<file path="config.mk">
export PLATFORM = sky130hd
export DESIGN_NAME = gatcc_ctrl
export DESIGN_NICKNAME = d
export VERILOG_FILES = /design/src/rtl/gatcc_ctrl.v
export VERILOG_INCLUDE_DIRS = /design/src /design/src/rtl
export SDC_FILE = /design/constraint.sdc
export NUM_CORES = 1
export LEC_CHECK = 0
export BUFFER_PORTS_ARGS = -buffer_cell sky130_fd_sc_hd__buf_2
export CORE_ASPECT_RATIO = 1.25
export CORE_UTILIZATION = 47
export DETAILED_ROUTE_END_ITERATION = 10
export GPL_TIMING_DRIVEN = 0
export MAX_ROUTING_LAYER = met4
export PLACE_DENSITY = 0.82
export SLEW_MARGIN = 0
export SYNTH_ARGS = -nofsm -noshare
export SYNTH_HDL_FRONTEND = slang
export SYNTH_SLANG_ARGS = --single-unit
</file>
<file path="constraint.sdc">
create_clock -name clk_i -period 2.7 [get_ports clk_i]
set_clock_uncertainty 0.2 [all_clocks]
set_input_delay 0.27 -clock clk_i [delete_from_list [all_inputs] [get_ports clk_i]]
set_output_delay 0.27 -clock clk_i [all_outputs]
set_load 0.05 [all_outputs]
</file>
<file path="src/rtl/gatcc_defines.vh">
/*
 * register map, field positions, reset values and axi response codes for the
 * gain amplifier trigger and clock control block.
 * assumes a 32-bit axi4-lite slave with one register per word.
 */
`ifndef GATCC_DEFINES_VH
`define GATCC_DEFINES_VH

// register indices (word offsets), byte address is four times these
`define GATCC_IDX_CTRL0     4'h0
`define GATCC_IDX_CTRL1     4'h1
`define GATCC_IDX_CTRL2     4'h2
`define GATCC_IDX_STATUS    4'h3

// control register 0 fields
`define GATCC_TM_BIT        7
// control register 1 fields
`define GATCC_BP_BIT        5
`define GATCC_CAL_HI        4
`define GATCC_CAL_LO        3
`define GATCC_CPD_HI        2
`define GATCC_CPD_LO        0
// control register 2 fields
`define GATCC_SWT_BIT       5
`define GATCC_NCLK_HI       4
`define GATCC_NCLK_LO       2
`define GATCC_DIV_HI        1
`define GATCC_DIV_LO        0

// calibration codes
`define GATCC_CAL_NORMAL    2'h0
`define GATCC_CAL_OFFSET    2'h2

// reset values
`define GATCC_CTRL0_RST     8'h00
`define GATCC_CPD_RST       3'h2
`define GATCC_NCLK_RST      3'h3
`define GATCC_DIV_RST       2'h0

// axi responses
`define GATCC_RESP_OKAY     2'h0
`define GATCC_RESP_SLVERR   2'h2

`endif

</file>
<file path="src/rtl/gatcc_ctrl.v">
/*
 * gain amplifier trigger and clock control: axi4-lite register file,
 * charge-pump clock enable, gain clock enable and conversion sequencer.
 * assumes the adc source clock and hardware trigger arrive from another
 * domain and are synchronised here; the chip oscillator is clk_i.
 */
// Added by the designer: the AXI4-Lite interface to the registers and the address map.
`default_nettype none
`include "gatcc_defines.vh"

// Function
// - calibration field: 00 normal, 10 offset
// - charge pump clock is osc over 2^divisor
// - charge-pump divisor resets to 2
// - software trigger write starts one conversion in software mode only
// - software trigger bit always reads zero
// - gain stages clocked pulse count plus one
// - pulse count resets to 3
// - divide codes give 1, 2, 4, 8
// - gain clock derived from converter source clock
// - hardware mode starts on trigger rising edge
module gatcc_ctrl (
   // clock and reset
   input  wire        clk_i,
   input  wire        reset_n_i,
   // axi4-lite write address and data
   input  wire [31:0] s_axi_awaddr_i,
   input  wire        s_axi_awvalid_i,
   output wire        s_axi_awready_o,
   input  wire [31:0] s_axi_wdata_i,
   input  wire [3:0]  s_axi_wstrb_i,
   input  wire        s_axi_wvalid_i,
   output wire        s_axi_wready_o,
   // axi4-lite write response
   output reg  [1:0]  s_axi_bresp_o,
   output reg         s_axi_bvalid_o,
   input  wire        s_axi_bready_i,
   // axi4-lite read
   input  wire [31:0] s_axi_araddr_i,
   input  wire        s_axi_arvalid_i,
   output wire        s_axi_arready_o,
   output reg  [31:0] s_axi_rdata_o,
   output reg  [1:0]  s_axi_rresp_o,
   output reg         s_axi_rvalid_o,
   input  wire        s_axi_rready_i,
   // converter side
   input  wire        adc_src_clk_i,
   input  wire        hw_trigger_i,
   // analog control
   output reg         sample_hold_bypass_o,
   output reg         offset_cal_o,
   output reg         charge_pump_clk_en_o,
   output reg         gain_clk_en_o,
   output reg         running_o
);

   // register state
   reg  [7:0] ctrl0;
   reg        sample_hold_bypass;
   reg  [1:0] calibration_select;
   reg  [2:0] charge_pump_divisor;
   reg  [2:0] gain_clock_pulse_count;
   reg  [1:0] clock_divide_select;
   reg        sw_trig_pulse;
   wire       trigger_mode_select = ctrl0[`GATCC_TM_BIT];

   // write channel holding registers, address and data taken apart
   reg        aw_held;
   reg  [3:0] aw_idx;
   reg        w_held;
   reg [31:0] w_data;
   reg  [3:0] w_strb;
   reg        ar_busy;

   // readies are combinational; a channel refuses while it holds an item
   assign s_axi_awready_o = !aw_held && !s_axi_bvalid_o;
   assign s_axi_wready_o  = !w_held && !s_axi_bvalid_o;
   assign s_axi_arready_o = !ar_busy;

   // the status word is read only, so a write to it answers slverr
   wire       do_write = aw_held && w_held && !s_axi_bvalid_o;
   wire       wr_ok    = (aw_idx <= `GATCC_IDX_CTRL2);
   wire       wr_lane0 = do_write && wr_ok && w_strb[0];

   // write address and data capture, then one response
   always @(posedge clk_i or negedge reset_n_i) begin
      if (!reset_n_i) begin
         aw_held        <= 1'b0;
         aw_idx         <= 4'h0;
         w_held         <= 1'b0;
         w_data         <= 32'h0000_0000;
         w_strb         <= 4'h0;
         s_axi_bvalid_o <= 1'b0;
         s_axi_bresp_o  <= `GATCC_RESP_OKAY;
      end else begin
         if (s_axi_awvalid_i && s_axi_awready_o) begin
            aw_held <= 1'b1;
            aw_idx  <= s_axi_awaddr_i[5:2];
         end
         if (s_axi_wvalid_i && s_axi_wready_o) begin
            w_held <= 1'b1;
            w_data <= s_axi_wdata_i;
            w_strb <= s_axi_wstrb_i;
         end
         if (do_write) begin
            aw_held        <= 1'b0;
            w_held         <= 1'b0;
            s_axi_bvalid_o <= 1'b1;
            s_axi_bresp_o  <= wr_ok ? `GATCC_RESP_OKAY : `GATCC_RESP_SLVERR;
         end else if (s_axi_bvalid_o && s_axi_bready_i) begin
            s_axi_bvalid_o <= 1'b0;
         end
      end
   end

   // control registers; only byte lane 0 carries the 8-bit registers
   always @(posedge clk_i or negedge reset_n_i) begin
      if (!reset_n_i) begin
         ctrl0                  <= `GATCC_CTRL0_RST;
         sample_hold_bypass     <= 1'b0;
         calibration_select     <= `GATCC_CAL_NORMAL;
         charge_pump_divisor    <= `GATCC_CPD_RST;
         gain_clock_pulse_count <= `GATCC_NCLK_RST;
         clock_divide_select    <= `GATCC_DIV_RST;
         sw_trig_pulse          <= 1'b0;
      end else begin
         sw_trig_pulse <= 1'b0;
         if (wr_lane0 && aw_idx == `GATCC_IDX_CTRL0)
            ctrl0 <= w_data[7:0];
         if (wr_lane0 && aw_idx == `GATCC_IDX_CTRL1) begin
            // stored as written; software keeps it zero
            sample_hold_bypass  <= w_data[`GATCC_BP_BIT];
            calibration_select  <= w_data[`GATCC_CAL_HI:`GATCC_CAL_LO];
            charge_pump_divisor <= w_data[`GATCC_CPD_HI:`GATCC_CPD_LO];
         end
         if (wr_lane0 && aw_idx == `GATCC_IDX_CTRL2) begin
            gain_clock_pulse_count <= w_data[`GATCC_NCLK_HI:`GATCC_NCLK_LO];
            clock_divide_select    <= w_data[`GATCC_DIV_HI:`GATCC_DIV_LO];
            // trigger bit is a pulse, not stored
            sw_trig_pulse <= w_data[`GATCC_SWT_BIT] && trigger_mode_select;
         end
      end
   end

   // status passed through a two-stage sync clocked by clk_i
   // running_o is already a clk_i flop; the two stages only add lag
   reg        run_meta;
   reg        run_sync;

   // read data mux; reserved bits read zero
   reg  [7:0] rd_byte;
   reg        rd_ok;
   always @* begin
      rd_ok   = 1'b1;
      rd_byte = 8'h00;
      case (s_axi_araddr_i[5:2])
         `GATCC_IDX_CTRL0:  rd_byte = ctrl0;
         `GATCC_IDX_CTRL1:  rd_byte = {2'h0, sample_hold_bypass,
                                       calibration_select,
                                       charge_pump_divisor};
         // trigger bit position returns zero
         `GATCC_IDX_CTRL2:  rd_byte = {2'h0, 1'b0, gain_clock_pulse_count,
                                       clock_divide_select};
         `GATCC_IDX_STATUS: rd_byte = {6'h00, run_sync, 1'b0};
         default:           rd_ok   = 1'b0;
      endcase
   end

   // read channel, one cycle to answer
   always @(posedge clk_i or negedge reset_n_i) begin
      if (!reset_n_i) begin
         s_axi_rvalid_o <= 1'b0;
         s_axi_rdata_o  <= 32'h0000_0000;
         s_axi_rresp_o  <= `GATCC_RESP_OKAY;
         ar_busy        <= 1'b0;
      end else if (s_axi_arvalid_i && s_axi_arready_o) begin
         s_axi_rvalid_o <= 1'b1;
         s_axi_rdata_o  <= {24'h000000, rd_byte};
         s_axi_rresp_o  <= rd_ok ? `GATCC_RESP_OKAY : `GATCC_RESP_SLVERR;
         ar_busy        <= 1'b1;
      end else if (s_axi_rvalid_o && s_axi_rready_i) begin
         s_axi_rvalid_o <= 1'b0;
         ar_busy        <= 1'b0;
      end
   end

   // analog control levels
   always @(posedge clk_i or negedge reset_n_i) begin
      if (!reset_n_i) begin
         sample_hold_bypass_o <= 1'b0;
         offset_cal_o         <= 1'b0;
      end else begin
         sample_hold_bypass_o <= sample_hold_bypass;
         // reserved codes fall back to normal operation
         offset_cal_o <= (calibration_select == `GATCC_CAL_OFFSET);
      end
   end

   // charge pump enable: one pulse every 2^divisor oscillator cycles
   // a new divisor applies at once, so the first period may be short
   reg  [6:0] cp_cnt;
   wire [6:0] cp_mask = (7'h01 << charge_pump_divisor) - 7'h01;
   always @(posedge clk_i or negedge reset_n_i) begin
      if (!reset_n_i) begin
         cp_cnt               <= 7'h00;
         charge_pump_clk_en_o <= 1'b0;
      end else begin
         cp_cnt               <= (cp_cnt + 7'h01) & cp_mask;
         charge_pump_clk_en_o <= ((cp_cnt & cp_mask) == cp_mask);
      end
   end

   // converter source clock and hardware trigger, two flops each
   reg  [1:0] src_sync;
   reg  [1:0] hwt_sync;
   reg        src_prev;
   reg        hwt_prev;
   always @(posedge clk_i or negedge reset_n_i) begin
      if (!reset_n_i) begin
         src_sync <= 2'b00;
         hwt_sync <= 2'b00;
         src_prev <= 1'b0;
         hwt_prev <= 1'b0;
         run_meta <= 1'b0;
         run_sync <= 1'b0;
      end else begin
         src_sync <= {src_sync[0], adc_src_clk_i};
         hwt_sync <= {hwt_sync[0], hw_trigger_i};
         src_prev <= src_sync[1];
         hwt_prev <= hwt_sync[1];
         run_meta <= running_o;
         run_sync <= run_meta;
      end
   end
   // idle level of both pins is low, so reset leaves no false edge
   wire src_rise = src_sync[1] && !src_prev;
   wire hwt_rise = hwt_sync[1] && !hwt_prev;

   // gain clock: source rising edges divided by 1,2,4,8
   // the source must run below half of clk_i or edges are lost
   reg  [2:0] gdiv_cnt;
   wire [2:0] gdiv_mask = (3'h1 << clock_divide_select) - 3'h1;
   wire       gtick = src_rise && ((gdiv_cnt & gdiv_mask) == gdiv_mask);
   always @(posedge clk_i or negedge reset_n_i) begin
      if (!reset_n_i)
         gdiv_cnt <= 3'h0;
      else if (src_rise)
         gdiv_cnt <= (gdiv_cnt + 3'h1) & gdiv_mask;
   end

   // pending trigger held until the sequencer takes it
   reg        pend;
   wire       hw_start = hwt_rise && !trigger_mode_select;
   localparam ST_IDLE = 2'b01;
   localparam ST_RUN  = 2'b10;
   reg  [1:0] state;
   reg  [3:0] pulses_left;

   // sequencer: count+1 gain clock pulses per conversion
   // a trigger during a run waits in pend, one deep; extra ones merge
   always @(posedge clk_i or negedge reset_n_i) begin
      if (!reset_n_i) begin
         pend          <= 1'b0;
         state         <= ST_IDLE;
         pulses_left   <= 4'h0;
         gain_clk_en_o <= 1'b0;
         running_o     <= 1'b0;
      end else begin
         gain_clk_en_o <= 1'b0;
         // a new trigger wins over the take, so none is lost
         if (sw_trig_pulse || hw_start)
            pend <= 1'b1;
         else if (state == ST_IDLE && gtick)
            pend <= 1'b0;
         case (state)
            ST_IDLE: begin
               if (pend && gtick) begin
                  state         <= ST_RUN;
                  running_o     <= 1'b1;
                  gain_clk_en_o <= 1'b1;
                  pulses_left   <= {1'b0, gain_clock_pulse_count};
               end
            end
            ST_RUN: begin
               if (pulses_left == 4'h0) begin
                  state     <= ST_IDLE;
                  running_o <= 1'b0;
               end else if (gtick) begin
                  gain_clk_en_o <= 1'b1;
                  pulses_left   <= pulses_left - 4'h1;
               end
            end
            default: begin
               state     <= ST_IDLE;
               running_o <= 1'b0;
            end
         endcase
      end
   end

endmodule // gatcc_ctrl
`default_nettype wire

</file>
==> results.txt <==
----------------------------------------------------
[GRT]
  Total global routing overflow ... 0
  Number of global-route vias before repair ... 2268
  Overall Global Routing Usage ... 0.1800
  Maximum number of pins on one net before global-route repair ... 59
  First-pass GRT wire length ... 10540 um
  Antenna violations before repair ... 0

[Setup path]
  Required time of the worst setup path ... 2.73 ns
  Register-to-register setup slack ... 0.21 ns
  Startpoint type of the worst setup path ... flip-flop
  Endpoint of the most critical setup path ... ctrl0[7]$_DFFE_PN0P_
  RR Startpoint ... s_axi_bvalid_o$_DFFE_PN0P_
  Worst reg-to-reg path cell count ... 4
  CP max FO ... 8
  Critical setup path kind ... flip-flop to flip-flop
  Nature of the critical path endpoint ... flip-flop
  Worst setup path start ... s_axi_bvalid_o$_DFFE_PN0P_
  Critical path data arrival time ... 2.52 ns
  R2r endpoint ... ctrl0[7]$_DFFE_PN0P_

[Power and ir drop]
  Power density relative to cell area ... 971.5 nW/um^2
  Share of total power in the clock network ... 0.241
  Switching power of the nets ... 1.539 mW
  Net switching fraction of the power ... 0.3580
  Proportion of power drawn by flip-flops and latches ... 0.416
  Internal power ... 2.759 mW
  Combinational share of power ... 0.344
  Leakage power figure ... 2.186 nW
  VDD IR max ... 0.0006434 V

[Layout]
  Final cell count without fillers ... 501
  Ratio of cells with drive above 1 in the final layout ... 0.3178
  Commonest cells after routing, fill and taps aside ... 72 x dfrtp_1, 42 x buf_2, 27 x buf_4
  Number of nets in the finished design ... 519
  Final Instance Area ... 4423 um^2
  Leading cell type in the layout, fill and taps excluded ... dfrtp_1
  Area growth syn-to-layout ... 24.56%
  Diodes inserted ... 0
  Share of the core filled with cells in the final layout ... 0.6012

[Clock network]
  Total setup buffers inserted after CTS ... 0
  Number of buffers inserted during clock tree synthesis ... 9
  Number of levels the H-tree was split into ... 3
  Reg clk slew, reported paths ... 0.07 ns
  Buffers from clock root to sink, at most ... 2
  TritonCTS Sinks ... 76
  Skew-Pair Late Insertion Delay ... 0.35 ns
  TritonCTS clock tree ... done
  Gates resized, CTS repair ... 0
  Buffer cell driving the clock tree root ... clkbuf_8

[STA]
  Maximum clock frequency ... 401.4 MHz
  Worst slew margin relative to its limit ... 0.5128
  Fraction of the cycle the final worst path needs ... 0.9227
  Slew at the pin closest to its max-slew limit ... 0.7269 ns
  Time the final worst path needs with I/O delays and setup ... 2.491 ns
  Post-Route Hold Slack ... 0.02989 ns
  Pins Over Slew Limit ... 0
  Setup violations, final ... 0
  Setup repair after global routing missed its margin ... false
  Hold Vio Cnt, Final ... 0
  Summed negative setup slack over all endpoints ... 0 ns

[Logic synthesis]
  Cell type with the largest total area after synthesis ... dfrtp_1
  Total of warnings raised by yosys ... 0
  Leading cell types by total area after synthesis ... dfrtp_1 51%, mux2_2 8.2%, buf_4 5.5%
  Avg Cell Area, Syn ... 11.57 um^2
  Cell area after synthesis ... 3551 um^2
  Main combinational cell family by area after synthesis ... multiplexers
  Fraction of registers with async set/reset ... 1.000
  Synthesized instance count ... 307
  Post-synthesis xor/xnor area fraction ... 0.01233
  Synthesized-area fraction occupied by and/or/nand/nor cells ... 0.1219
  Most used flip-flop cell after synthesis ... dfrtp_1
  Compound-Gate Fraction of Synth Area ... 0.09514
  Count of different cell masters after synthesis ... 53
  Area share of the leading cell type in the synthesized netlist ... 0.5074
  Multiplexer share of the synthesized area ... 0.1311
  Number of flops mapped to enable cells by yosys ... 0
  Share of synthesized cell area in full adder, half adder and majority cells ... 0.02114
  Yosys reg bits ... 76
  Part of the Yosys area used for sequential elements ... 0.5370

[Drt]
  Number of vias after detailed routing ... 2525
  Average wire per standard cell ... 12.73 um
  DRT Pass-1 Iters ... 4
  Total DRC errors in the routed layout ... 0
  Number of vias per cell after detailed routing ... 5.040
  Post-Route WL ... 6377 um
  Iteration-0 DRC Markers ... 142
  Count of antenna-violating nets left after detailed routing ... 0

[Worst hold path]
  Kind of path behind the tightest hold check ... primary input to flip-flop
  WHS Path Cells ... 3

[Die]
  Die width ... 79.75 um
  Die height ... 99.18 um
  Number of ports placed on the die boundary ... 155
  Initial core utilization ... 0.4827
  Area of the die ... 7909 um^2
  Core ar. ... 7357 um^2
  FP Rows ... 35

[Outcome]
  Run status ... finished, final reports clean

[Place]
  Area after detailed placement ... 4005 um^2
  Routability-driven placement congestion ratio ... 0.8340
  Number of I/O port buffers ... 43
  Half-perimeter wire length after placement ... 4579 um
  Placed insts ... 468

[Run]
  Number of violations of the max-capacitance limit ... 0

----------------------------------------------------
[cell type report]
class | count | area, um^2
Multi-Input combinational cell | 208 | 1453
Sequential cell | 76 | 1907
Buffer | 35 | 236.5
Fill cell | 594 | 2934
Tap cell | 92 | 115.1
Clock inverter | 5 | 100.1
Timing Repair Buffer | 62 | 425.4
Clock buffer | 11 | 141.4
Inverter | 12 | 45.04
[power groups by stage]
stage	Clock (mW)	Combinational (mW)	Sequential, mW
after floorplan	0	1.02	1.89
after global placement	0	1.41	1.77
after global routing	1.11	1.62	1.84
after detailed placement	0	1.47	1.79
after CTS	1.06	1.50	1.77
final	1.03	1.48	1.79
[timing repair]
item,in CTS,in global routing
endpoints found under the hold margin,89,0
endpoints found under the setup margin,0,1
hold buffers,18,0
[critical path, cell delays in order (launching register included)]
cell      delay (ns)
dfrtp_1         0.44
nand3b_4        0.21
or4b_4          0.54
nor3_2          0.57
mux2_2          0.41
[how the worst min path moves through the flow]
| stage | start | endpoint |
|---|---|---|
| 2_1_floorplan | reset_n_i | ar_busy$_DFFE_PN0P_ |
| 3_3_place_gp | hwt_sync[0]$_DFF_PN0_ | hwt_sync[1]$_DFF_PN0_ |
| 3_5_place_dp | reset_n_i | s_axi_rresp_o[1]$_DFFE_PN0P_ |
| 4_1_cts | s_axi_araddr_i[4] | s_axi_rresp_o[1]$_DFFE_PN0P_ |
| 5_1_grt | s_axi_araddr_i[4] | s_axi_rresp_o[1]$_DFFE_PN0P_ |
| 6_report | s_axi_araddr_i[4] | s_axi_rresp_o[1]$_DFFE_PN0P_ |
[metrics by stage]
step	power (mW)	setup slack, ns
after floorplan	2.906	0.1232
after global placement	3.188	0.2278
after detailed placement	3.265	0.1290
after CTS	4.327	0.08492
after global routing	4.568	0.02756
final	4.297	0.2088
[flip-flops by register name (all words and copies together) (netlist names), 4 cells and up]
| name | flops |
|---|---|
| s_axi_rdata_o | 8 |
| aw_idx | 4 |
| w_data | 8 |
| ctrl0 | 8 |
| pulses_left | 4 |
| cp_cnt | 7 |
[cell usage after synthesis (all sizes together), types with 2 or more instances]
| cell type | instances |
|---|---|
| xor2 | 4 |
| dfrtp | 72 |
| o21ai | 17 |
| nor2b | 7 |
| or3b | 3 |
| o32ai | 2 |
| inv | 12 |
| nand3 | 7 |
| and3 | 2 |
| a32oi | 2 |
| nor3b | 3 |
| dfstp | 4 |
| mux2 | 32 |
| a21o | 3 |
| mux2i | 6 |
| a21oi | 11 |
| a22o | 3 |
| ha | 6 |
| nand2b | 3 |
| nor2 | 21 |
| nor3 | 9 |
| nand2 | 18 |
| buf | 27 |
| clkbuf | 9 |
[cell families after synthesis]
group | count (synthesis)
adders and majority gates | 6
AOI/OAI and AO/OA | 51
xor gates and xnor gates | 5
muxes | 39
DFF | 76
other | 1
and+or+nand+nor | 81
buffers and inverters | 48
[per-layer routing]
| metal | track usage | vias up | wire [um] |
|---|---|---|---|
| met5 | - | - | 0 |
| met4 | 0.08379 | 0 | 147 |
| met3 | 0.03670 | 13 | 282 |
| met2 | 0.2840 | 80 | 3068 |
| met1 | 0.2213 | 1211 | 2879 |
| li1 | - | 1221 | - |
(Power assumes the default switching activity.)
